### src/alu_pkg.sv
// constants for the pc-relative, word add and byte concat-extract datapath slice
// assumes a 32-bit instruction word, 64-bit general registers and one core clock
// Operation
// [RL1] word-offset pc add: imm19<<2 plus aligned pc
// [RL2] pc-relative results sign-extend like virtual addresses
// [RL3] word-offset pc add: opcode, target, imm19 fields
// [RL4] word add modulo 2^32, sign-extended, never traps
// [RL5] software keeps word add operands sign-extended
// [RL6] word add: opcode, zero bit, function code
// [RL7] 32-bit concat-extract: shift, shift, or together
// [RL8] 32-bit concat-extract: byte position, zeros, function
// [RL9] 32-bit concat-extract result sign-extended on 64-bit
// [RL10] 64-bit concat-extract: shift, shift, or together
// [RL11] 64-bit concat-extract: opcode, byte position, function
// [RL12] 64-bit concat-extract traps unless 64-bit enabled
// [RL13] every byte position, zero included, is defined
// [RL14] upper pc add: imm16<<16, add, clear low 16
// [RL15] upper pc add: opcode, minor code, fields
// [RL16] unknown pc-relative minor code raises reserved trap
package alu_pkg;
  localparam int XLEN = 64;
  localparam int VA_BITS = 48; // implemented virtual address width
  localparam logic [5:0] OP_WORD_OP_GROUP_A = 6'h00;
  localparam logic [5:0] OP_DWORD_OP_GROUP = 6'h16;
  localparam logic [5:0] OP_PC_RELATIVE_GROUP = 6'h1e;
  localparam logic [9:0] FN_WORD_ADD_NONTRAP = 10'h150;
  localparam logic [5:0] FN_CONCAT_WORD = 6'h1f;
  localparam logic [5:0] FN_CONCAT_DWORD = 6'h1c;
  localparam logic [4:0] MINOR_UPPER_64K = 5'h1f;
  localparam logic [1:0] MINOR_WORD_OFFSET = 2'h0;
  localparam int OPC_HI = 31;
  localparam int OPC_LO = 26;
  localparam int TGT_HI = 25;
  localparam int TGT_LO = 21;
  localparam int SRCA_HI = 20;
  localparam int SRCA_LO = 16;
  localparam int DST_HI = 15;
  localparam int DST_LO = 11;
  localparam int IMM19_W = 19;
  localparam int IMM16_W = 16;
  localparam int PC_ALIGN_BITS = 2;
  localparam int UPPER_SHIFT = 16;
  typedef enum logic [3:0] {
    OP_NONE = 4'h0,
    OP_PC_WORD = 4'h1,
    OP_PC_UPPER = 4'h2,
    OP_WORD_ADD = 4'h3,
    OP_CAT_WORD = 4'h4,
    OP_CAT_DWORD = 4'h5,
    OP_RESERVED = 4'h6
  } alu_op_t;
endpackage

### src/op_decoder.sv
`timescale 1ns/1ps
// decoder for the five operations of this datapath slice
// assumes the instruction word is stable while insn_valid is high
module op_decoder
  import alu_pkg::*;
(
  // instruction
  input wire logic [31:0] insn,
  input wire logic insn_valid,
  // decode result
  output alu_op_t op,
  output logic [4:0] dest
);
  logic [5:0] opc;
  assign opc = insn[OPC_HI:OPC_LO];

  // field match per operation; unmatched words outside the pc group go to op_none
  always_comb begin
    op = OP_NONE;
    dest = insn[TGT_HI:TGT_LO];
    if (insn_valid) begin
      if (opc == OP_PC_RELATIVE_GROUP) begin
        if (insn[20:19] == MINOR_WORD_OFFSET) begin
          op = OP_PC_WORD; // [RL3]
        end else if (insn[20:16] == MINOR_UPPER_64K) begin
          op = OP_PC_UPPER; // [RL15]
        end else begin
          op = OP_RESERVED; // [RL16]
        end
      end else if (opc == OP_WORD_OP_GROUP_A && insn[10] == 1'b0 && insn[9:0] == FN_WORD_ADD_NONTRAP) begin
        op = OP_WORD_ADD; // [RL6]
        dest = insn[DST_HI:DST_LO];
      end else if (opc == OP_WORD_OP_GROUP_A && insn[8:6] == 3'h0 && insn[5:0] == FN_CONCAT_WORD) begin
        op = OP_CAT_WORD; // [RL8]
        dest = insn[DST_HI:DST_LO];
      end else if (opc == OP_DWORD_OP_GROUP && insn[7:6] == 2'h0 && insn[5:0] == FN_CONCAT_DWORD) begin
        op = OP_CAT_DWORD; // [RL11]
        dest = insn[DST_HI:DST_LO];
      end
    end
  end
endmodule

### src/byte_concat.sv
`timescale 1ns/1ps
// byte-granular concatenate-and-extract of two operands
// assumes pos is below W/8; pos of zero is a plain copy of src_b
module byte_concat #(
  parameter int W = 64,
  parameter int PW = 3
) (
  // operands
  input wire logic [W-1:0] src_b,
  input wire logic [W-1:0] src_a,
  input wire logic [PW-1:0] pos,
  // result
  output logic [W-1:0] result
);
  // right shift by a full width yields zero, so pos zero is defined [RL13]
  logic [PW+3:0] lsh;
  logic [PW+3:0] rsh;
  always_comb begin
    lsh = {1'b0, pos, 3'h0}; // widened on purpose so the full-width count W still fits
    rsh = (PW + 4)'(W) - lsh;
    result = (src_b << lsh) | (src_a >> rsh); // [RL7] [RL10]
  end
endmodule

### src/pc_alu.sv
`timescale 1ns/1ps
// one-stage execute slice: pc-relative adds, non-trapping word add, concat-extract
// assumes the pipeline holds operands steady with insn_valid; result is one cycle later
module pc_alu
  import alu_pkg::*;
#(
  parameter bit IS_64 = 1'b1
) (
  // clock and reset
  input wire logic core_clk,
  input wire logic rst,
  // issue from decoder and register file
  input wire logic insn_valid,
  input wire logic [31:0] insn,
  input wire logic [63:0] pc,
  input wire logic [63:0] src_a_val,
  input wire logic [63:0] src_b_val,
  input wire logic ops64_enabled,
  // writeback
  output logic wb_valid,
  output logic [4:0] wb_dest,
  output logic [63:0] wb_data,
  output logic ri_exception
);
  alu_op_t op;
  logic [4:0] dest;
  logic [31:0] cat_w;
  logic [63:0] cat_d;
  logic [63:0] res;
  logic wr;
  logic trap;
  logic next_wb_valid;
  logic [4:0] next_wb_dest;
  logic [63:0] next_wb_data;
  logic next_ri_exception;

  op_decoder u_dec (
    .insn(insn),
    .insn_valid(insn_valid),
    .op(op),
    .dest(dest)
  );

  byte_concat #(.W(32), .PW(2)) u_cat_w (
    .src_b(src_b_val[31:0]),
    .src_a(src_a_val[31:0]),
    .pos(insn[10:9]),
    .result(cat_w)
  );

  byte_concat #(.W(64), .PW(3)) u_cat_d (
    .src_b(src_b_val),
    .src_a(src_a_val),
    .pos(insn[10:8]),
    .result(cat_d)
  );

  // virtual-address style sign extension of a pc-relative result
  function automatic logic [63:0] va_ext(input logic [63:0] v);
    logic [63:0] r;
    r = v;
    if (IS_64) begin
      r = {{(XLEN-VA_BITS){v[VA_BITS-1]}}, v[VA_BITS-1:0]}; // [RL2]
    end else begin
      r = {{32{v[31]}}, v[31:0]};
    end
    return r;
  endfunction

  // result select; operands outside word form give a defined but unspecified value
  always_comb begin
    logic [63:0] sum;
    logic [31:0] wsum;
    sum = '0;
    wsum = '0;
    res = '0;
    wr = 1'b0;
    trap = 1'b0;
    unique case (op)
      OP_PC_WORD: begin
        sum = (pc & ~64'h3) + {{(XLEN-IMM19_W-PC_ALIGN_BITS){insn[IMM19_W-1]}},
          insn[IMM19_W-1:0], {PC_ALIGN_BITS{1'b0}}}; // [RL1]
        res = va_ext(sum);
        wr = 1'b1;
      end
      OP_PC_UPPER: begin
        sum = pc + {{(XLEN-IMM16_W-UPPER_SHIFT){insn[IMM16_W-1]}}, insn[IMM16_W-1:0],
          {UPPER_SHIFT{1'b0}}};
        sum[UPPER_SHIFT-1:0] = '0; // [RL14]
        res = va_ext(sum);
        wr = 1'b1;
      end
      OP_WORD_ADD: begin
        wsum = src_a_val[31:0] + src_b_val[31:0]; // [RL4] wraps, no overflow trap
        res = {{32{wsum[31]}}, wsum};
        wr = 1'b1;
      end
      OP_CAT_WORD: begin
        res = IS_64 ? {{32{cat_w[31]}}, cat_w} : {32'h0, cat_w}; // [RL9]
        wr = 1'b1;
      end
      OP_CAT_DWORD: begin
        if (ops64_enabled) begin
          res = cat_d;
          wr = 1'b1;
        end else begin
          trap = 1'b1; // [RL12]
        end
      end
      OP_RESERVED: trap = 1'b1; // [RL16] no write
      OP_NONE: ;
      default: ;
    endcase
    next_wb_valid = wr;
    next_wb_dest = wr ? dest : 5'h0;
    next_wb_data = wr ? res : wb_data;
    next_ri_exception = trap;
  end

  // writeback registers
  always_ff @(posedge core_clk or posedge rst) begin
    if (rst) begin
      wb_valid <= 1'b0;
      wb_dest <= 5'h0;
      wb_data <= 64'h0;
      ri_exception <= 1'b0;
    end else begin
      wb_valid <= next_wb_valid;
      wb_dest <= next_wb_dest;
      wb_data <= next_wb_data;
      ri_exception <= next_ri_exception;
    end
  end
endmodule

### config.mk
export PLATFORM = sky130hd
export DESIGN_NAME = pc_alu
export DESIGN_NICKNAME = d
export VERILOG_FILES = /design/src/alu_pkg.sv /design/src/op_decoder.sv /design/src/byte_concat.sv /design/src/pc_alu.sv
export SDC_FILE = /design/constraint.sdc
export NUM_CORES = 1
export LEC_CHECK = 0
export ABC_AREA = 1
export BUFFER_PORTS_ARGS = -buffer_cell sky130_fd_sc_hd__buf_4
export CAP_MARGIN = 20
export CORE_ASPECT_RATIO = 1.2
export CORE_MARGIN = 4
export CORE_UTILIZATION = 40
export CTS_CLUSTER_DIAMETER = 150
export DETAILED_ROUTE_END_ITERATION = 7
export HOLD_SLACK_MARGIN = 0.08
export MAX_ROUTING_LAYER = met4
export PLACE_DENSITY = 0.58
export REMOVE_ABC_BUFFERS = 1
export SYNTH_ARGS = -nofsm -noshare
export SYNTH_HDL_FRONTEND = slang
export SYNTH_SLANG_ARGS = --single-unit
### constraint.sdc
create_clock -name core_clk -period 4.3 [get_ports core_clk]
set_clock_uncertainty 0.15 [all_clocks]
set_input_delay 0.215 -clock core_clk [delete_from_list [all_inputs] [get_ports core_clk]]
set_output_delay 0.215 -clock core_clk [all_outputs]
set_load 0.05 [all_outputs]
Word-level counts from Yosys, hierarchy flattened
Index checks and enable logic that the tools add are counted.
{"block": "op_classes", "n_reduce_logical": 11, "n_addsub": 5, "eq_ne": 12, "bitwise": 3, "shifts": 4, "mux": 19}
{"op": "$pmux W64 S5", "n": 1}
{"op": "$add A48 B48 Y48", "n": 2}
{"op": "$mux W64", "n": 1}
{"op": "$or A64 B64 Y64", "n": 1}
{"op": "$shl A64 B6 Y64", "n": 1}
{"op": "$shr A64 B7 Y64", "n": 1}
{"op": "$add A32 B32 Y32", "n": 1}
{"op": "$or A32 B32 Y32", "n": 1}
{"op": "$shl A32 B5 Y32", "n": 1}
{"op": "$shr A32 B6 Y32", "n": 1}
{"op": "$mux W5", "n": 6}
{"op": "$eq A6 B5 Y1 const B", "n": 4}
{"op": "$mux W4", "n": 5}
{"op": "$eq A4 B3 Y1 const B", "n": 3}
{"op": "$eq A10 B9 Y1 const B", "n": 1}
{"op": "$eq A4 B2 Y1 const B", "n": 2}
{"op": "$sub A7 B6 Y7 const A", "n": 1}
{"op": "$logic_and A1 B1 Y1", "n": 6}
{"op": "$logic_not A6 Y1", "n": 1}
{"op": "$mux W3", "n": 2}
{"op": "$sub A6 B5 Y6 const A", "n": 1}
{"op": "$eq A5 B5 Y1 const B", "n": 1}
{"op": "$eq A4 B1 Y1 const B", "n": 1}
{"op": "$logic_not A2 Y1", "n": 2}
{"op": "5 further kinds", "n": 7}
{"block": "word_totals", "wordCells": 58, "ff_bits": 71}

Depth between registers and ports, before layout
{"block": "depth", "depth_word": 12, "depth_mapped": 17, "mapped_depth_nobuf": 15}

Cells and area by module
Synthesis repeated with hierarchy kept, for this count alone.
{"block": "unflattened", "cells_unflattened": 3439, "area_unflattened_um2": 17772.0}
{"module": "pc_alu", "area_each_um2": 11798.8, "n_inst": 1, "cells_each": 2127}
{"module": "byte_concat (u_cat_d)", "area_each_um2": 4172.8, "n_inst": 1, "cells_each": 947}
{"module": "byte_concat (u_cat_w)", "area_each_um2": 1438.9, "n_inst": 1, "cells_each": 292}
{"module": "op_decoder", "area_each_um2": 361.6, "n_inst": 1, "cells_each": 73}

Worst setup path after synthesis
OpenSTA, ideal clock, no wires.
{"block": "synth_timing", "path_kind": "in2reg", "startpoint": "in insn[8]", "endpoint": "reg wb_data[0]", "setup_slack_ns": 1.633, "setup_ns": 0.121, "arrival_time_ns": 2.396, "path_stages": 15, "path_cell_list": "buf_4 > inv_4 > clkbuf_1 > clkbuf_1 > ha_1 > buf_2 > inv_2 > clkbuf_1 > o21ai_0 > nand2_1 > o21ai_0 > a21oi_1 > o21ai_0 > a21oi_1 > nand2_1"}
{"block": "synth_via", "elab_chain_len": 10, "word_cells_on_any_way": 22}
{"item": "start, declared", "line": "pc_alu.sv:14", "rtl": "input wire logic [31:0] insn,"}
{"item": "branches (longest 10 deep; another with $sub A7 B6 Y7)"}
{"item": "end signal, assigned", "line": "pc_alu.sv:130", "rtl": "wb_data <= next_wb_data;"}
{"item": "end, declared", "line": "pc_alu.sv:22", "rtl": "output logic [63:0] wb_data,"}
Parallel ways; which one is timed is not known.
A chain may end at the register's enable or synchronous reset.

Worst setup path after layout
{"block": "layout_timing", "startpoint": "in insn[8]", "endpoint": "reg wb_dest[4]"}
{"block": "layout_via", "elab_chain_len": 11, "word_cells_on_any_way": 21}
{"item": "$logic_not A3 Y1", "line": "op_decoder.sv:33", "rtl": "end else if (opc == OP_WORD_OP_GROUP_A && insn[8:6] == 3'h0 && insn[5:0] == FN_CONCAT_WORD) begin"}
{"item": "$logic_and A1 B1 Y1 (2 in series)", "line": "op_decoder.sv:33"}
{"item": "$mux W4", "line": "op_decoder.sv:33"}
{"item": "$mux W4 (*)", "line": "op_decoder.sv:30", "rtl": "end else if (opc == OP_WORD_OP_GROUP_A && insn[10] == 1'b0 && insn[9:0] == FN_WORD_ADD_NONTRAP) begin"}
{"item": "$mux W4 (*)", "line": "op_decoder.sv:22", "rtl": "if (opc == OP_PC_RELATIVE_GROUP) begin"}
{"item": "$mux W4 (*)", "line": "op_decoder.sv:21", "rtl": "if (insn_valid) begin"}
{"item": "$eq A4 B2 Y1, or another cell as far along", "line": "pc_alu.sv:79", "rtl": "unique case (op)"}
{"item": "$reduce_or A4 Y1 (no source line)"}
{"item": "$pmux W1 S2 (*)", "line": "pc_alu.sv:79"}
{"item": "net next_wb_valid", "line": "pc_alu.sv:32", "rtl": "logic next_wb_valid;"}
{"item": "$mux W5 (*)", "line": "pc_alu.sv:115", "rtl": "next_wb_dest = wr ? dest : 5'h0;"}
{"item": "net next_wb_dest[4]", "line": "pc_alu.sv:33", "rtl": "logic [4:0] next_wb_dest;"}
{"item": "end signal, assigned", "line": "pc_alu.sv:129", "rtl": "wb_dest <= next_wb_dest;"}
{"item": "end, declared", "line": "pc_alu.sv:21", "rtl": "output logic [4:0] wb_dest,"}
The timed path passes the listed nets; every way through them passes the cells marked *.

==> results.yml <==
grt:
  grt_max_degree: 84
  grt-ovfl-total: 0
  antenna_found_initial: 3
  grt_pass1_wl_um: 130000
  grtUsageTotal_pct: 37.8
  first_global_vias: 22100
power_and_ir_drop:
  p_int_mw: 2.33
  pwr-share-seq_pct: 19.5
  p_switching_mw: 2.75
  p_comb_share_pct: 64.3
  pwr-share-clk_pct: 16.3
  powerDensity_mw_per_mm2: 250
  switching_share_pct: 54.2
  leakagePower_nw: 11.6
  ir_worst_vdd_mv: 0.217
  power.total_mw: 5.08
floorplan:
  rows: 83
  die_w_um: 198
  ios: 299
  die_y_um: 236
  start_util_pct: 40.5
  design.core.area_mm2: 0.0428
  die_area_mm2: 0.0468
routing:
  wl_um: 89400
  wl_met1_um: 32000
  wl_per_cell_um: 21.3
  drc: 0
  dr.max_layer_used: "met4"
  ant_nets: 0
  vias: 23200
  first_iter_violations: 1869
  wl_met3_um: 6380
  drtPass1Iterations: 5
  met2WireLength_um: 43000
  avgViaCountPerCell: 5.52
yosys:
  synth.largest_area_cell: "nand2_1"
  synth_ff_type: "dfrtp_1"
  ys_types: 50
  seq_area_frac_synth_pct: 10.2
  ys_warn_count: 0
  async_flop_share_pct: 100
  netlist_area_mm2: 0.0173
  synthTopCellsByArea: "nand2_1 (30%), inv_1 (11%), dfrtp_1 (10%), nand3_1 (8.5%), ha_1 (7.9%)"
  postSynthCellCount: 3413
  syn_avg_cell_area_um2: 5.08
  synth-edff-count: 0
  yosys_register_bits: 71
  netlist.area_leader.share_pct: 29.5
clock_network:
  numCtsBuffers: 9
  clockBufferDepth: 2
  worst_skew_pair.late_latency_ps: 370
  cts_tree: "built"
  post_cts_buffers: 0
  cts_root_buf: "clkbuf_16"
  cts_sinks: 71
  h-tree-depth: 3
  clk_transition_reported_paths_ps: 60
min_path:
  min_from: "insn[12]"
  hp-class: "input pin to register"
worst_setup_path:
  cp.required_ps: 4420
  path_class: "input pin to register"
  start_kind: "input pin"
  reg2reg_from: "wb_data[41]"
  crit_path_end_kind: "register"
  crit_start: "insn[8]"
  critPathMaxFanout: 33
  crit_arrival_ps: 3240
sta:
  period_minus_slack_ps: 3120
  fmax_ghz: 0.320
  slew_violations: 0
  slew_headroom_pct: 42.1
  rsz0062_at_grt: "no"
  finalCritPeriodShare_pct: 72.6
  hold_viol: 0
  setup_violations: 0
  setup_tns_ps: 0
  tightest_slew_ps: 866
placement:
  dpl.hpwl_um: 75100
  portBuffers: 280
  place_congestion: 1.05
outcome:
  status: "finished clean"
layout:
  final_common_cell: "nand2_1"
  fin_nets: 3980
  drive_above_1_share_pct: 11.4
  most-common-layout-cells: "nand2_1 (1363), inv_1 (486), nor2_1 (332), buf_4 (321), nand3_1 (295)"
  area_delta_synth_final_pct: 17.1
flow_run:
  drv_cap: 0
==> cell type report <==
| cell class | instances | area [um2] |
|---|---|---|
| clock inverter | 5 | 58.8 |
| tap | 552 | 691 |
| fill | 4849 | 22500 |
| antenna | 2 | 5.00 |
| clock buffer | 10 | 239 |
| sequential | 71 | 1780 |
| multi-input combinational | 2731 | 13200 |
| timing repair buffer | 329 | 2510 |
| inverter | 497 | 1870 |
==> critical path, cell delays in order <==
cell	delay [ps]
buf_4	370
ha_1	220
nand2_1	130
nor2_1	160
nand3_2	150
nand2_1	140
nand2_4	110
nand3_2	170
nor2_4	70
nor2_4	670
buf_4	500
inv_2	130
nand2_1	100
inv_1	40
==> worst paths after layout <==
check	endpoint	slack (ps)	cells after the start
max	wb_dest[4]	1180	14
min	wb_dest[1]	120	4
max reg2reg	wb_data[41]	3380	2
min reg2reg	wb_data[12]	340	2
max in group asynchronous	wb_data[1]	2620	4
min in group asynchronous	wb_data[48]	330	3
==> metal layers <==
layer  track usage, %  up-vias
li1                 -    11300
met1             40.4    10500
met2             64.1     1140
met3             4.24      317
met4             27.2        0
met5                -        -
==> power by group through the flow <==
stage               combinational [mW]  sequential [mW]  clock (mW)
floorplan                         1.43             1.55           0
global placement                  3.20            0.994           0
detailed placement                3.22            0.993           0
CTS                               3.24            0.988       0.835
global route                      3.53             1.00       0.849
finish                            3.27            0.989       0.826
==> Yosys cell counts (all sizes together) (16+ instances only) <==
cell type  count
nor2         345
nand3        302
clkbuf        55
xnor2         16
nand2       1374
nor3          23
nand3b        24
or2           28
nand4         33
buf           59
o211ai        55
inv          495
dfrtp         71
a21oi        122
o21ai        218
ha           110
==> through the flow <==
stage	utilization, %	instances	hold slack, ps	setup slack, ps	cell area [um2]
5_1_grt	47.5	4197	100	1090	20300
3_3_place_gp	46.6	4174	153	974	19900
6_report	47.5	4197	116	1180	20300
3_5_place_dp	46.6	4174	163	890	19900
4_1_cts	47.4	4195	99.7	1280	20300
2_1_floorplan	-	3299	166	77.7	16800
==> timing repair <==
item,in CTS,in global routing
endpoints found under the hold margin,36,0
hold buffers,6,0
resized for setup,0,0
==> sequential cells by signal (all words and copies together) (netlist names) <==
name,flops
ri_exception,1
wb_data,64
wb_valid,1
wb_dest,5
==> kinds of logic (layout without fill, tap and decap cells) <==
| kind of cell | after synthesis | in the layout | share of synthesized area, % |
|---|---|---|---|
| fa+ha+maj | 113 | 113 | 8.28 |
| buf+inv | 611 | 841 | 14.0 |
| flops | 71 | 71 | 10.2 |
| other cells | 0 | 2 | 0 |
| xor+xnor | 30 | 30 | 1.52 |
| mux | 10 | 10 | 0.613 |
| compound gates | 444 | 444 | 14.4 |
| simple gates | 2134 | 2134 | 50.9 |
Power figures use the tool's default switching activity.
